===== src/asp_consts.vh =====
// constants for the serial host port of the converter: command byte layout,
// register selects, register lengths, buffer sizes.
// assumes it is included by bare name from every design file that needs it.
// Function
// - during a register read the shared output pin carries the output shift register.
// - output shift register loads from any data or control register.
// - outside a read the shared pin shows ready, going low on a completed result.
// - an unread result lets ready return high before the next update.
// - falling edge of ready marks valid data, usable as a host interrupt.
// - with select low, bits change on clock fall; host samples on clock rise.
// - write data shifted in on data-in goes to the register the select bits name.
// - select bits all zero address the command register; every transfer starts there.
// - active-low select may be tied low for three-wire operation.
`ifndef ASP_CONSTS_VH
`define ASP_CONSTS_VH

// ----------------------------------------------------------------------------
// command byte
// ----------------------------------------------------------------------------
`define ASP_CMD_BITS 5'h08
`define ASP_CMD_WEN_BIT 7
`define ASP_CMD_READ_BIT 6
`define ASP_CMD_SEL_HI 5
`define ASP_CMD_SEL_LO 3

// ----------------------------------------------------------------------------
// register selects
// ----------------------------------------------------------------------------
`define ASP_SEL_COMM 3'h0
`define ASP_SEL_MODE 3'h1
`define ASP_SEL_CONF 3'h2
`define ASP_SEL_DATA 3'h3
`define ASP_SEL_IDENT 3'h4
`define ASP_SEL_GPIO 3'h5
`define ASP_SEL_OFFS 3'h6
`define ASP_SEL_GAIN 3'h7

// ----------------------------------------------------------------------------
// register lengths in bits, per select
// ----------------------------------------------------------------------------
`define ASP_LEN_COMM 5'h08
`define ASP_LEN_MODE 5'h10
`define ASP_LEN_CONF 5'h10
`define ASP_LEN_DATA 5'h18
`define ASP_LEN_IDENT 5'h08
`define ASP_LEN_GPIO 5'h08
`define ASP_LEN_OFFS 5'h18
`define ASP_LEN_GAIN 5'h18

// ----------------------------------------------------------------------------
// data path sizes and reset values
// ----------------------------------------------------------------------------
`define ASP_DATA_W 24
`define ASP_FIFO_DEPTH 8
`define ASP_FIFO_AW 3
`define ASP_RDY_RESET 1'b1

`endif


===== src/asp_serial_port.v =====
// serial host port of the converter: command byte decode, register read
// shifting on the shared data-out/ready pin, write word assembly into a
// buffer toward the register file, and the ready indication.
// assumes the serial clock, select and data-in pins come from the host and are
// sampled by clk; register contents other than the data register and all
// conversion timing live outside and reach this block by plain ports.
`timescale 1ns/10ps
`include "asp_consts.vh"

module asp_serial_port #(
    parameter DATA_W = `ASP_DATA_W,
    parameter FIFO_DEPTH = `ASP_FIFO_DEPTH,
    parameter FIFO_AW = `ASP_FIFO_AW
) (
    input wire clk,
    input wire reset_n,
    input wire clk_en,
    input wire sclk,
    input wire cs_n,
    input wire din,
    output wire dout_rdy_o,
    output wire dout_rdy_oe,
    input wire conv_valid,
    input wire [DATA_W-1:0] conv_data,
    input wire update_soon,
    output wire [2:0] rd_sel,
    input wire [DATA_W-1:0] rd_data,
    output wire wr_valid,
    input wire wr_ready,
    output wire [2:0] wr_sel,
    output wire [DATA_W-1:0] wr_data,
    output wire wr_overrun,
    output wire rdy_n
);

    localparam ST_CMD = 2'h0;
    localparam ST_WR = 2'h1;
    localparam ST_RD = 2'h2;
    localparam FW = DATA_W + 3;

    // ------------------------------------------------------------------------
    // declarations
    // ------------------------------------------------------------------------
    reg [2:0] sync1_reg;
    reg [2:0] sync2_reg;
    reg [2:0] sync3_reg;
    reg [2:0] filt_reg;
    wire [2:0] pin_raw;
    wire [2:0] agree;
    wire sclk_rise;
    wire sclk_fall;
    wire cs_active;
    wire din_bit;

    reg [1:0] state_reg;
    reg [4:0] bit_cnt_reg;
    reg [2:0] sel_reg;
    reg [4:0] len_reg;
    reg [DATA_W-1:0] in_sh_reg;
    reg [DATA_W-1:0] out_sh_reg;
    reg out_bit_reg;
    reg out_act_reg;
    reg [DATA_W-1:0] data_reg;
    reg rdy_n_reg;
    reg push_reg;
    reg [FW-1:0] push_data_reg;
    reg overrun_reg;

    wire [7:0] cmd_byte;
    wire [2:0] cmd_sel;
    wire [4:0] cmd_len;
    wire [DATA_W-1:0] word_in;
    wire [DATA_W-1:0] rd_value;
    wire fifo_in_ready;
    wire [FW-1:0] fifo_out;
    wire data_read_done;

    // ------------------------------------------------------------------------
    // register length per select
    // ------------------------------------------------------------------------
    function [4:0] sel_len;
        input [2:0] s;
        begin
            case (s)
                `ASP_SEL_COMM: sel_len = `ASP_LEN_COMM;
                `ASP_SEL_MODE: sel_len = `ASP_LEN_MODE;
                `ASP_SEL_CONF: sel_len = `ASP_LEN_CONF;
                `ASP_SEL_DATA: sel_len = `ASP_LEN_DATA;
                `ASP_SEL_IDENT: sel_len = `ASP_LEN_IDENT;
                `ASP_SEL_GPIO: sel_len = `ASP_LEN_GPIO;
                `ASP_SEL_OFFS: sel_len = `ASP_LEN_OFFS;
                default: sel_len = `ASP_LEN_GAIN;
            endcase
        end
    endfunction

    // ------------------------------------------------------------------------
    // pin synchronisers
    // ------------------------------------------------------------------------
    // bit 0 serial clock, bit 1 select, bit 2 data-in
    assign pin_raw = {din, cs_n, sclk};

    // three stages per pin; a level counts only once stages two and three agree,
    // which also rejects a single-cycle glitch on the slow host clock
    genvar gi;
    generate
        for (gi = 0; gi < 3; gi = gi + 1) begin : g_sync
            always @(posedge clk or negedge reset_n) begin
                if (!reset_n) begin
                    sync1_reg[gi] <= 1'b1;
                    sync2_reg[gi] <= 1'b1;
                    sync3_reg[gi] <= 1'b1;
                    filt_reg[gi] <= 1'b1;
                end else if (clk_en) begin
                    sync1_reg[gi] <= pin_raw[gi];
                    sync2_reg[gi] <= sync1_reg[gi];
                    sync3_reg[gi] <= sync2_reg[gi];
                    if (agree[gi]) begin
                        filt_reg[gi] <= sync3_reg[gi];
                    end
                end
            end
            assign agree[gi] = (sync2_reg[gi] == sync3_reg[gi]);
        end
    endgenerate

    // edges are taken as the filtered level is about to change, saving a cycle
    assign cs_active = ~filt_reg[1];
    assign sclk_rise = agree[0] & sync3_reg[0] & ~filt_reg[0] & cs_active;
    assign sclk_fall = agree[0] & ~sync3_reg[0] & filt_reg[0] & cs_active;
    assign din_bit = sync3_reg[2];

    // ------------------------------------------------------------------------
    // command decode and read source
    // ------------------------------------------------------------------------
    assign cmd_byte = {in_sh_reg[6:0], din_bit};
    assign cmd_sel = cmd_byte[`ASP_CMD_SEL_HI:`ASP_CMD_SEL_LO];
    assign cmd_len = sel_len(cmd_sel);
    assign word_in = {in_sh_reg[DATA_W-2:0], din_bit};
    // select bits of the byte still being shifted, ready on its last bit
    assign rd_sel = in_sh_reg[4:2];
    // the data register is held here, every other register comes from outside
    assign rd_value = (cmd_sel == `ASP_SEL_DATA) ? data_reg : rd_data;
    assign data_read_done = sclk_rise & (state_reg == ST_RD) & (bit_cnt_reg == len_reg - 5'h01)
        & (sel_reg == `ASP_SEL_DATA);

    // ------------------------------------------------------------------------
    // transfer sequencer
    // ------------------------------------------------------------------------
    // counting bits per edge rather than per burst lets the host pause anywhere
    always @(posedge clk or negedge reset_n) begin
        if (!reset_n) begin
            state_reg <= ST_CMD;
            bit_cnt_reg <= 5'h00;
            sel_reg <= `ASP_SEL_COMM;
            len_reg <= `ASP_LEN_COMM;
            in_sh_reg <= {DATA_W{1'b0}};
            out_sh_reg <= {DATA_W{1'b0}};
            out_bit_reg <= 1'b1;
            out_act_reg <= 1'b0;
            push_reg <= 1'b0;
            push_data_reg <= {FW{1'b0}};
            overrun_reg <= 1'b0;
        end else if (clk_en) begin
            push_reg <= 1'b0;
            overrun_reg <= 1'b0;
            if (!cs_active) begin
                // deselect abandons any partial word and restarts at a command
                state_reg <= ST_CMD;
                bit_cnt_reg <= 5'h00;
                out_act_reg <= 1'b0;
            end else if (sclk_rise) begin
                case (state_reg)
                    ST_CMD: begin
                        in_sh_reg <= word_in;
                        if (bit_cnt_reg == `ASP_CMD_BITS - 5'h01) begin
                            bit_cnt_reg <= 5'h00;
                            sel_reg <= cmd_sel;
                            len_reg <= cmd_len;
                            // a set enable bit means the byte is not a command
                            if (cmd_byte[`ASP_CMD_WEN_BIT]) begin
                                state_reg <= ST_CMD;
                            end else if (cmd_byte[`ASP_CMD_READ_BIT]) begin
                                // left-align so the first bit out is the top one
                                out_sh_reg <= rd_value << (DATA_W[4:0] - cmd_len);
                                state_reg <= ST_RD;
                            end else if (cmd_sel == `ASP_SEL_COMM) begin
                                state_reg <= ST_CMD;
                            end else begin
                                // start the write word from zero so no command bits ride above it
                                in_sh_reg <= {DATA_W{1'b0}};
                                state_reg <= ST_WR;
                            end
                        end else begin
                            bit_cnt_reg <= bit_cnt_reg + 5'h01;
                        end
                    end
                    ST_WR: begin
                        in_sh_reg <= word_in;
                        if (bit_cnt_reg == len_reg - 5'h01) begin
                            bit_cnt_reg <= 5'h00;
                            state_reg <= ST_CMD;
                            // a full buffer cannot stall the host clock, so the word is dropped
                            if (fifo_in_ready) begin
                                push_reg <= 1'b1;
                                push_data_reg <= {sel_reg, word_in};
                            end else begin
                                overrun_reg <= 1'b1;
                            end
                        end else begin
                            bit_cnt_reg <= bit_cnt_reg + 5'h01;
                        end
                    end
                    ST_RD: begin
                        if (bit_cnt_reg == len_reg - 5'h01) begin
                            bit_cnt_reg <= 5'h00;
                            state_reg <= ST_CMD;
                            out_act_reg <= 1'b0;
                        end else begin
                            bit_cnt_reg <= bit_cnt_reg + 5'h01;
                        end
                    end
                    default: begin
                        state_reg <= ST_CMD;
                        bit_cnt_reg <= 5'h00;
                    end
                endcase
            end else if (sclk_fall && state_reg == ST_RD) begin
                // new bit only on the falling edge, stable for the host's rising edge
                out_bit_reg <= out_sh_reg[DATA_W-1];
                out_sh_reg <= {out_sh_reg[DATA_W-2:0], 1'b0};
                out_act_reg <= 1'b1;
            end
        end
    end

    // ------------------------------------------------------------------------
    // data register and ready indication
    // ------------------------------------------------------------------------
    // a new result wins over both ways of raising ready in the same cycle
    always @(posedge clk or negedge reset_n) begin
        if (!reset_n) begin
            data_reg <= {DATA_W{1'b0}};
            rdy_n_reg <= `ASP_RDY_RESET;
        end else if (clk_en) begin
            if (conv_valid) begin
                data_reg <= conv_data;
                rdy_n_reg <= 1'b0;
            end else if (update_soon || data_read_done) begin
                rdy_n_reg <= 1'b1;
            end
        end
    end

    // ------------------------------------------------------------------------
    // shared output pin
    // ------------------------------------------------------------------------
    // falling edge of the ready level is the host's data-valid interrupt
    assign dout_rdy_o = out_act_reg ? out_bit_reg : rdy_n_reg;
    assign dout_rdy_oe = cs_active;
    assign rdy_n = rdy_n_reg;
    assign wr_overrun = overrun_reg;

    // ------------------------------------------------------------------------
    // write buffer toward the register file
    // ------------------------------------------------------------------------
    asp_fifo #(
        .WIDTH(FW),
        .DEPTH(FIFO_DEPTH),
        .AW(FIFO_AW)
    ) u_wr_fifo (
        .clk(clk),
        .reset_n(reset_n),
        .clk_en(clk_en),
        .in_valid(push_reg),
        .in_ready(fifo_in_ready),
        .in_data(push_data_reg),
        .out_valid(wr_valid),
        .out_ready(wr_ready),
        .out_data(fifo_out)
    );

    assign wr_sel = fifo_out[FW-1:DATA_W];
    assign wr_data = fifo_out[DATA_W-1:0];

endmodule // asp_serial_port


===== src/asp_fifo.v =====
// small first-in first-out buffer with valid/ready on both sides and a
// registered output stage.
// assumes one clock, an asynchronous active-low reset and a clock enable.
`timescale 1ns/10ps
`include "asp_consts.vh"

module asp_fifo #(
    parameter WIDTH = 27,
    parameter DEPTH = `ASP_FIFO_DEPTH,
    parameter AW = `ASP_FIFO_AW
) (
    input wire clk,
    input wire reset_n,
    input wire clk_en,
    input wire in_valid,
    output wire in_ready,
    input wire [WIDTH-1:0] in_data,
    output wire out_valid,
    input wire out_ready,
    output wire [WIDTH-1:0] out_data
);

    reg [WIDTH-1:0] mem [0:DEPTH-1];
    reg [AW:0] wr_ptr_reg;
    reg [AW:0] rd_ptr_reg;
    reg [WIDTH-1:0] out_data_reg;
    reg out_valid_reg;
    wire [AW:0] count;
    wire push;
    wire pull;

    // ------------------------------------------------------------------------
    // pointers and flags
    // ------------------------------------------------------------------------
    // extra pointer bit tells full from empty without a separate counter
    assign count = wr_ptr_reg - rd_ptr_reg;
    assign in_ready = (count != DEPTH[AW:0]);
    assign push = in_valid & in_ready;
    assign pull = (count != {(AW+1){1'b0}}) & (~out_valid_reg | out_ready);
    assign out_valid = out_valid_reg;
    assign out_data = out_data_reg;

    // storage has no reset, only the pointers and the output stage do
    always @(posedge clk) begin
        if (clk_en && push) begin
            mem[wr_ptr_reg[AW-1:0]] <= in_data;
        end
    end

    // registered output stage refills whenever it empties or is taken
    always @(posedge clk or negedge reset_n) begin
        if (!reset_n) begin
            wr_ptr_reg <= {(AW+1){1'b0}};
            rd_ptr_reg <= {(AW+1){1'b0}};
            out_data_reg <= {WIDTH{1'b0}};
            out_valid_reg <= 1'b0;
        end else if (clk_en) begin
            if (push) begin
                wr_ptr_reg <= wr_ptr_reg + 1'b1;
            end
            if (pull) begin
                out_data_reg <= mem[rd_ptr_reg[AW-1:0]];
                out_valid_reg <= 1'b1;
                rd_ptr_reg <= rd_ptr_reg + 1'b1;
            end else if (out_ready) begin
                out_valid_reg <= 1'b0;
            end
        end
    end

endmodule // asp_fifo


===== config.mk =====
export PLATFORM = sky130hd
export DESIGN_NAME = asp_serial_port
export DESIGN_NICKNAME = d
export VERILOG_FILES = /design/src/asp_serial_port.v /design/src/asp_fifo.v
export VERILOG_INCLUDE_DIRS = /design/src
export SDC_FILE = /design/constraint.sdc
export NUM_CORES = 1
export LEC_CHECK = 0
export BUFFER_PORTS_ARGS = -buffer_cell sky130_fd_sc_hd__buf_4
export CAP_MARGIN = 10
export CORE_MARGIN = 2
export CORE_UTILIZATION = 59
export CTS_BUF_LIST = sky130_fd_sc_hd__clkbuf_8
export DETAILED_ROUTE_END_ITERATION = 16
export GPL_TIMING_DRIVEN = 1
export PLACE_DENSITY = 0.78
export SLEW_MARGIN = 20
export SYNTH_ARGS = -nofsm -noshare
export SYNTH_HDL_FRONTEND = slang
export SYNTH_SLANG_ARGS = --single-unit

===== constraint.sdc =====
create_clock -name clk -period 6.1 [get_ports clk]
set_clock_uncertainty 0.1 [all_clocks]
set_input_delay 0.915 -clock clk [delete_from_list [all_inputs] [get_ports clk]]
set_output_delay 0.915 -clock clk [all_outputs]
set_load 0.005 [all_outputs]

# == Word-level counts from Yosys, hierarchy flattened ==
# Memories as Yosys holds them, arrays and structs flattened. A register that Yosys moved wholly into a read port is not among the register bits.
# Cells that the tools add are included.
# classes
n_reduce_logical,31
n_addsub,6
mux,48
shift,1
n_bitwise,17
n_eq_ne,21
# op_table
cell,count
$mux W24,7
$mux W23,4
$pmux W23 S2,1
$shl A24 B5 Y24,1
$mux W1,23
$mux W5,4
$pmux W5 S2,2
$reduce_and A2 Y1,8
$reduce_and A4 Y1,4
$mux W2,6
$and A1 B1 Y1,11
$reduce_bool A2 Y1,5
$eq A3 B2 Y1 const B,3
$add A4 B1 Y4 const B,2
$reduce_and A7 Y1,1
$eq A3 B3 Y1 const B,2
$ne A2 B1 Y1 const B,3
$ne A3 B2 Y1 const B,2
$reduce_and A6 Y1,1
$add A5 B1 Y5 const B,1
$eq A5 B3 Y1 const B,1
$eq A5 B5 Y1,1
$not A1 Y1,5
$reduce_and A5 Y1,1
22 further kinds,25
# word_totals
reg_bits,138
n_memories,1
inputBits,57
ramBits,216
# mem_list
memory,depth,word_bits,read_ports,rd_clocked_by_memory_dff,write_ports,line_no,rtl
u_wr_fifo.mem,8,27,1,1,1,asp_fifo.v:23,reg [WIDTH-1:0] mem [0:DEPTH-1];

# == Longest topological paths before layout ==
# logic_depth
word_depth,10
ltp_mapped,11

# == Modules after synthesis ==
# A second synthesis with hierarchy kept.
# hier_totals
cells_unflattened,995
area_unflattened_um2,15874.0
# modules_own_cells
module,cells_per_inst,area_per_inst_um2,instances
asp_fifo,493,9934.5,1
asp_serial_port,502,5939.4,1

# == Worst setup path before layout ==
# OpenSTA, ideal clock, no wires.
# synth_timing
path_type,register to register
from,register u_wr_fifo.rd_ptr_reg[1]
to,memory u_wr_fifo.mem[1][0] (enable)
period_less_slack_ps,4543
slack_ps,1557
t_required_ps,5555
path_stages_with_launch,10
n_path_buf,2
t_arrival_ps,3998
path_cell_list,dfrtp_1 > clkbuf_1 > buf_2 > inv_1 > ha_1 > nand3b_1 > nand2_1 > xor2_2 > a211o_1 > nor3_1
# synth_between
elab_chain_cells,6
# synth_rtl
element,line_no,rtl
"start, declared",asp_fifo.v:25,reg [AW:0] rd_ptr_reg;
"start signal, assigned",asp_fifo.v:54,rd_ptr_reg <= {(AW+1){1'b0}};
"start signal, assigned",asp_fifo.v:64,rd_ptr_reg <= rd_ptr_reg + 1'b1;
$sub A4 B4 Y4,asp_fifo.v:36,assign count = wr_ptr_reg - rd_ptr_reg;
$ne A4 B4 Y1,asp_fifo.v:37,assign in_ready = (count != DEPTH[AW:0]);
$and A1 B1 Y1,asp_fifo.v:38,assign push = in_valid & in_ready;
$logic_and A1 B1 Y1,asp_fifo.v:45,if (clk_en && push) begin
$mux W1,asp_fifo.v:45,
$mux W1 (not written as such),asp_fifo.v:46,mem[wr_ptr_reg[AW-1:0]] <= in_data;
"end, declared",asp_fifo.v:23,
# Every way passes these cells.

# == Final worst setup path ==
# layout_timing
from,register u_wr_fifo.rd_ptr_reg[1]
to,memory u_wr_fifo.mem[1][7] (enable)
# Same word-level chain as after synthesis.

==> impl_metrics.py <==
metrics = {
    "sta": {
        "max_freq_ghz": 0.293,
        "min_period_ns": 3.42,
        "rsz0062_at_grt": "no",
        "timing.hold.ws_ns": 0.240,
        "slew_headroom_pct": 32.3,
        "hold_violations": 0,
        "fin_crit_sh_pct": 56.0,
        "setup_tns_ns": 0,
        "setup_ws_ns": 2.68,
        "slew_violations": 0,
        "setup_violations": 0,
        "tightest_slew_ns": 1.02,
    },
    "clock_network": {
        "ctsHoldBuffers": 0,
        "cts_sinks": 378,
        "postCtsResizedCells": 0,
        "clock_latency_ns": 0.59,
        "clk_pin_slew_worst_paths_ns": 0.06,
        "cts_buffers": 57,
        "cts_tree": "built",
        "post_cts.repair.setup_buffers": 0,
        "cts_root_buf": "clkbuf_8",
        "htree_levels": 2,
        "clockBufferDepth": 3,
    },
    "yosys": {
        "netlist_instances": 962,
        "yosys.area_share.simple_pct": 5.67,
        "synth-compound-area-share_pct": 5.63,
        "yosysTopAreaCell": "edfxtp_1",
        "synthAdderAreaFrac_pct": 0.966,
        "synthTopCellsByCount": "edfxtp_1, dfrtp_1, nand2_1",
        "ys_types": 59,
        "synth_top_area_share_pct": 41.7,
        "synth_edf_count": 216,
        "ys_seq_elements": 378,
        "syn_area_um2": 15500,
        "synthTopCellsByArea": "edfxtp_1, dfrtp_1, mux4_2",
        "syn-num-nets": 1031,
        "seq_area_frac_synth_pct": 67.9,
        "synthMuxAreaShare_pct": 16.9,
        "syn_avg_cell_area_um2": 16.2,
        "synth_top_family_by_area": "multiplexers",
        "yosys_warnings": 0,
        "yosysMostFrequentCell": "edfxtp_1",
        "synthArstFlopShare_pct": 42.9,
        "synthFlopType": "edfxtp_1",
        "synth_xor_area_share_pct": 0.894,
    },
    "power": {
        "ir_drop_v": 0.000269,
        "p_per_area_nw_per_um2": 319,
        "p_leak_nw": 7.62,
    },
    "worst_hold_path": {
        "worstHoldPathType": "input pin to asynchronous set/reset pin",
    },
    "floorplan": {
        "num_rows": 59,
        "fp.dieArea_um2": 27700,
        "die_w_um": 166,
        "core-area_um2": 26000,
        "io_pins": 92,
        "dieHeight_um": 166,
        "initial_core_util_pct": 59.8,
    },
    "critical_path": {
        "cp.required_ns": 6.23,
        "crit_family": "buffers and inverters",
        "cp_num_cells": 9,
        "r2r_end": "u_wr_fifo.mem[1][7]",
        "cp_slowest_cell": "buf_4",
        "crit_top_cell": "buf_4",
        "worst-setup-path-type": "flip-flop to flip-flop",
        "crit_path_end_kind": "flip-flop",
        "start_kind": "flip-flop",
        "crit_fanout": 58,
        "rr_startpoint": "u_wr_fifo.rd_ptr_reg[1]",
        "crit_start": "u_wr_fifo.rd_ptr_reg[1]",
        "path_cells": "buf_4, inv_1, ha_1, nand3b_1, nand2_1, xor2_2, a211o_1, nor3_2, buf_4",
        "crit_end": "u_wr_fifo.mem[1][7]",
        "crit_buf_inv": 3,
        "rr_worst_depth": 9,
        "cp_data_arrival_time_ns": 3.55,
        "max_stage_delay_ns": 0.61,
        "r2r_setup_slack_ns": 2.68,
    },
    "cells_and_area": {
        "area_delta_synth_final_pct": 13.7,
        "finalNetCount": 1150,
        "finalInstanceArea_um2": 17700,
        "largest_reg_flops": 216,
        "layout-drive-gt1-share_pct": 33.8,
        "antenna_cells": 0,
        "nFillCells": 1752,
    },
    "route": {
        "via_per_inst": 5.85,
        "wl_um": 29400,
        "remaining_drc_errors": 0,
        "first_iter_violations": 749,
        "drt-wirelength-per-cell_um": 20.1,
        "vias": 8565,
        "antenna_left": 0,
        "firstDrtPassIters": 5,
    },
    "outcome": {
        "status": "finished, final reports clean",
    },
    "placed_design": {
        "place_congestion": 0.803,
        "place_ws_ns": 2.50,
        "dpl.hpwl_um": 18700,
        "placed_area_um2": 16600,
        "port_buffers": 91,
    },
    "global_route": {
        "overflow": 0,
        "grt_first_pass_wirelength_um": 47900,
        "grt_usage_pct": 21.8,
        "antenna_found_initial": 0,
        "grt_max_degree": 76,
        "grt_pass1_vias": 8984,
    },
    "flow_run": {
        "drv_cap": 0,
    },
}
layout make-up:
| class | count | area [um^2] | area share, % |
|---|---|---|---|
| multi-input combinational | 520 | 4720 | 26.7 |
| clock buffer | 60 | 826 | 4.67 |
| sequential | 378 | 10600 | 59.8 |
| inverter | 13 | 48.8 | 0.276 |
| clock inverter | 47 | 221 | 1.25 |
| timing repair buffer | 111 | 877 | 4.96 |
| tap | 335 | 419 | 2.37 |
layout by cell type (no fill, tap or decap), drive strengths merged, types with 4 or more instances in the layout:
master / n
a21oi: 39
a222oi: 8
a22o: 29
a22oi: 6
buf: 111
clkbuf: 60
clkinv: 26
dfrtp: 148
dfstp: 14
edfxtp: 216
ha: 12
inv: 30
mux2: 102
mux4: 61
nand2: 123
nand2b: 4
nand3: 20
nor2: 29
nor2b: 5
o21ai: 25
or3: 4
xnor2: 9
xor2: 6
cell families (layout without fill, tap and decap cells):
family / count (synthesis) / in the layout
adders and majority gates: 12 / 12
xor gates and xnor gates: 15 / 15
buffers and inverters: 64 / 231
muxes: 166 / 166
AOI/OAI and AO/OA: 126 / 126
DFF: 378 / 378
and+or+nand+nor: 201 / 201
worst min path at each step:
stage,start,to,slack [ns],cells past startpoint
floorplan,sync3_reg[1],sync3_reg[1],0.35,2
global placement,push_reg,push_reg,0.37,1
detailed placement,push_reg,push_reg,0.37,1
CTS,reset_n,u_wr_fifo.out_data[21],0.27,1
global route,reset_n,u_wr_fifo.out_data[9],0.30,1
finish,reset_n,u_wr_fifo.out_data[9],0.24,1
metal layers:
| metal | part of all wire (%) | global-route usage [%] |
|---|---|---|
| met2 | 48 | 34.8 |
| met5 | 0 | 0 |
| met3 | 6.5 | 3.72 |
| met1 | 44 | 31.9 |
| met4 | 1.7 | 5.88 |
power by group:
| part | internal, mW | total [mW] | switching [mW] |
|---|---|---|---|
| sequential | 2.81 | 2.95 | 0.139 |
| clock | 0.952 | 1.87 | 0.923 |
| combinational | 0.369 | 0.820 | 0.451 |
stage by stage:
| stage | power (mW) | cells | utilization [%] |
|---|---|---|---|
| detailed placement | 3.82 | 1355 | 63.8 |
| floorplan | 3.58 | 962 | - |
| CTS | 5.70 | 1462 | 67.8 |
| finish | 5.64 | 1464 | 68.0 |
| global placement | 3.79 | 1355 | 63.8 |
| global route | 5.89 | 1464 | 68.0 |
(Power assumes the default switching activity.)
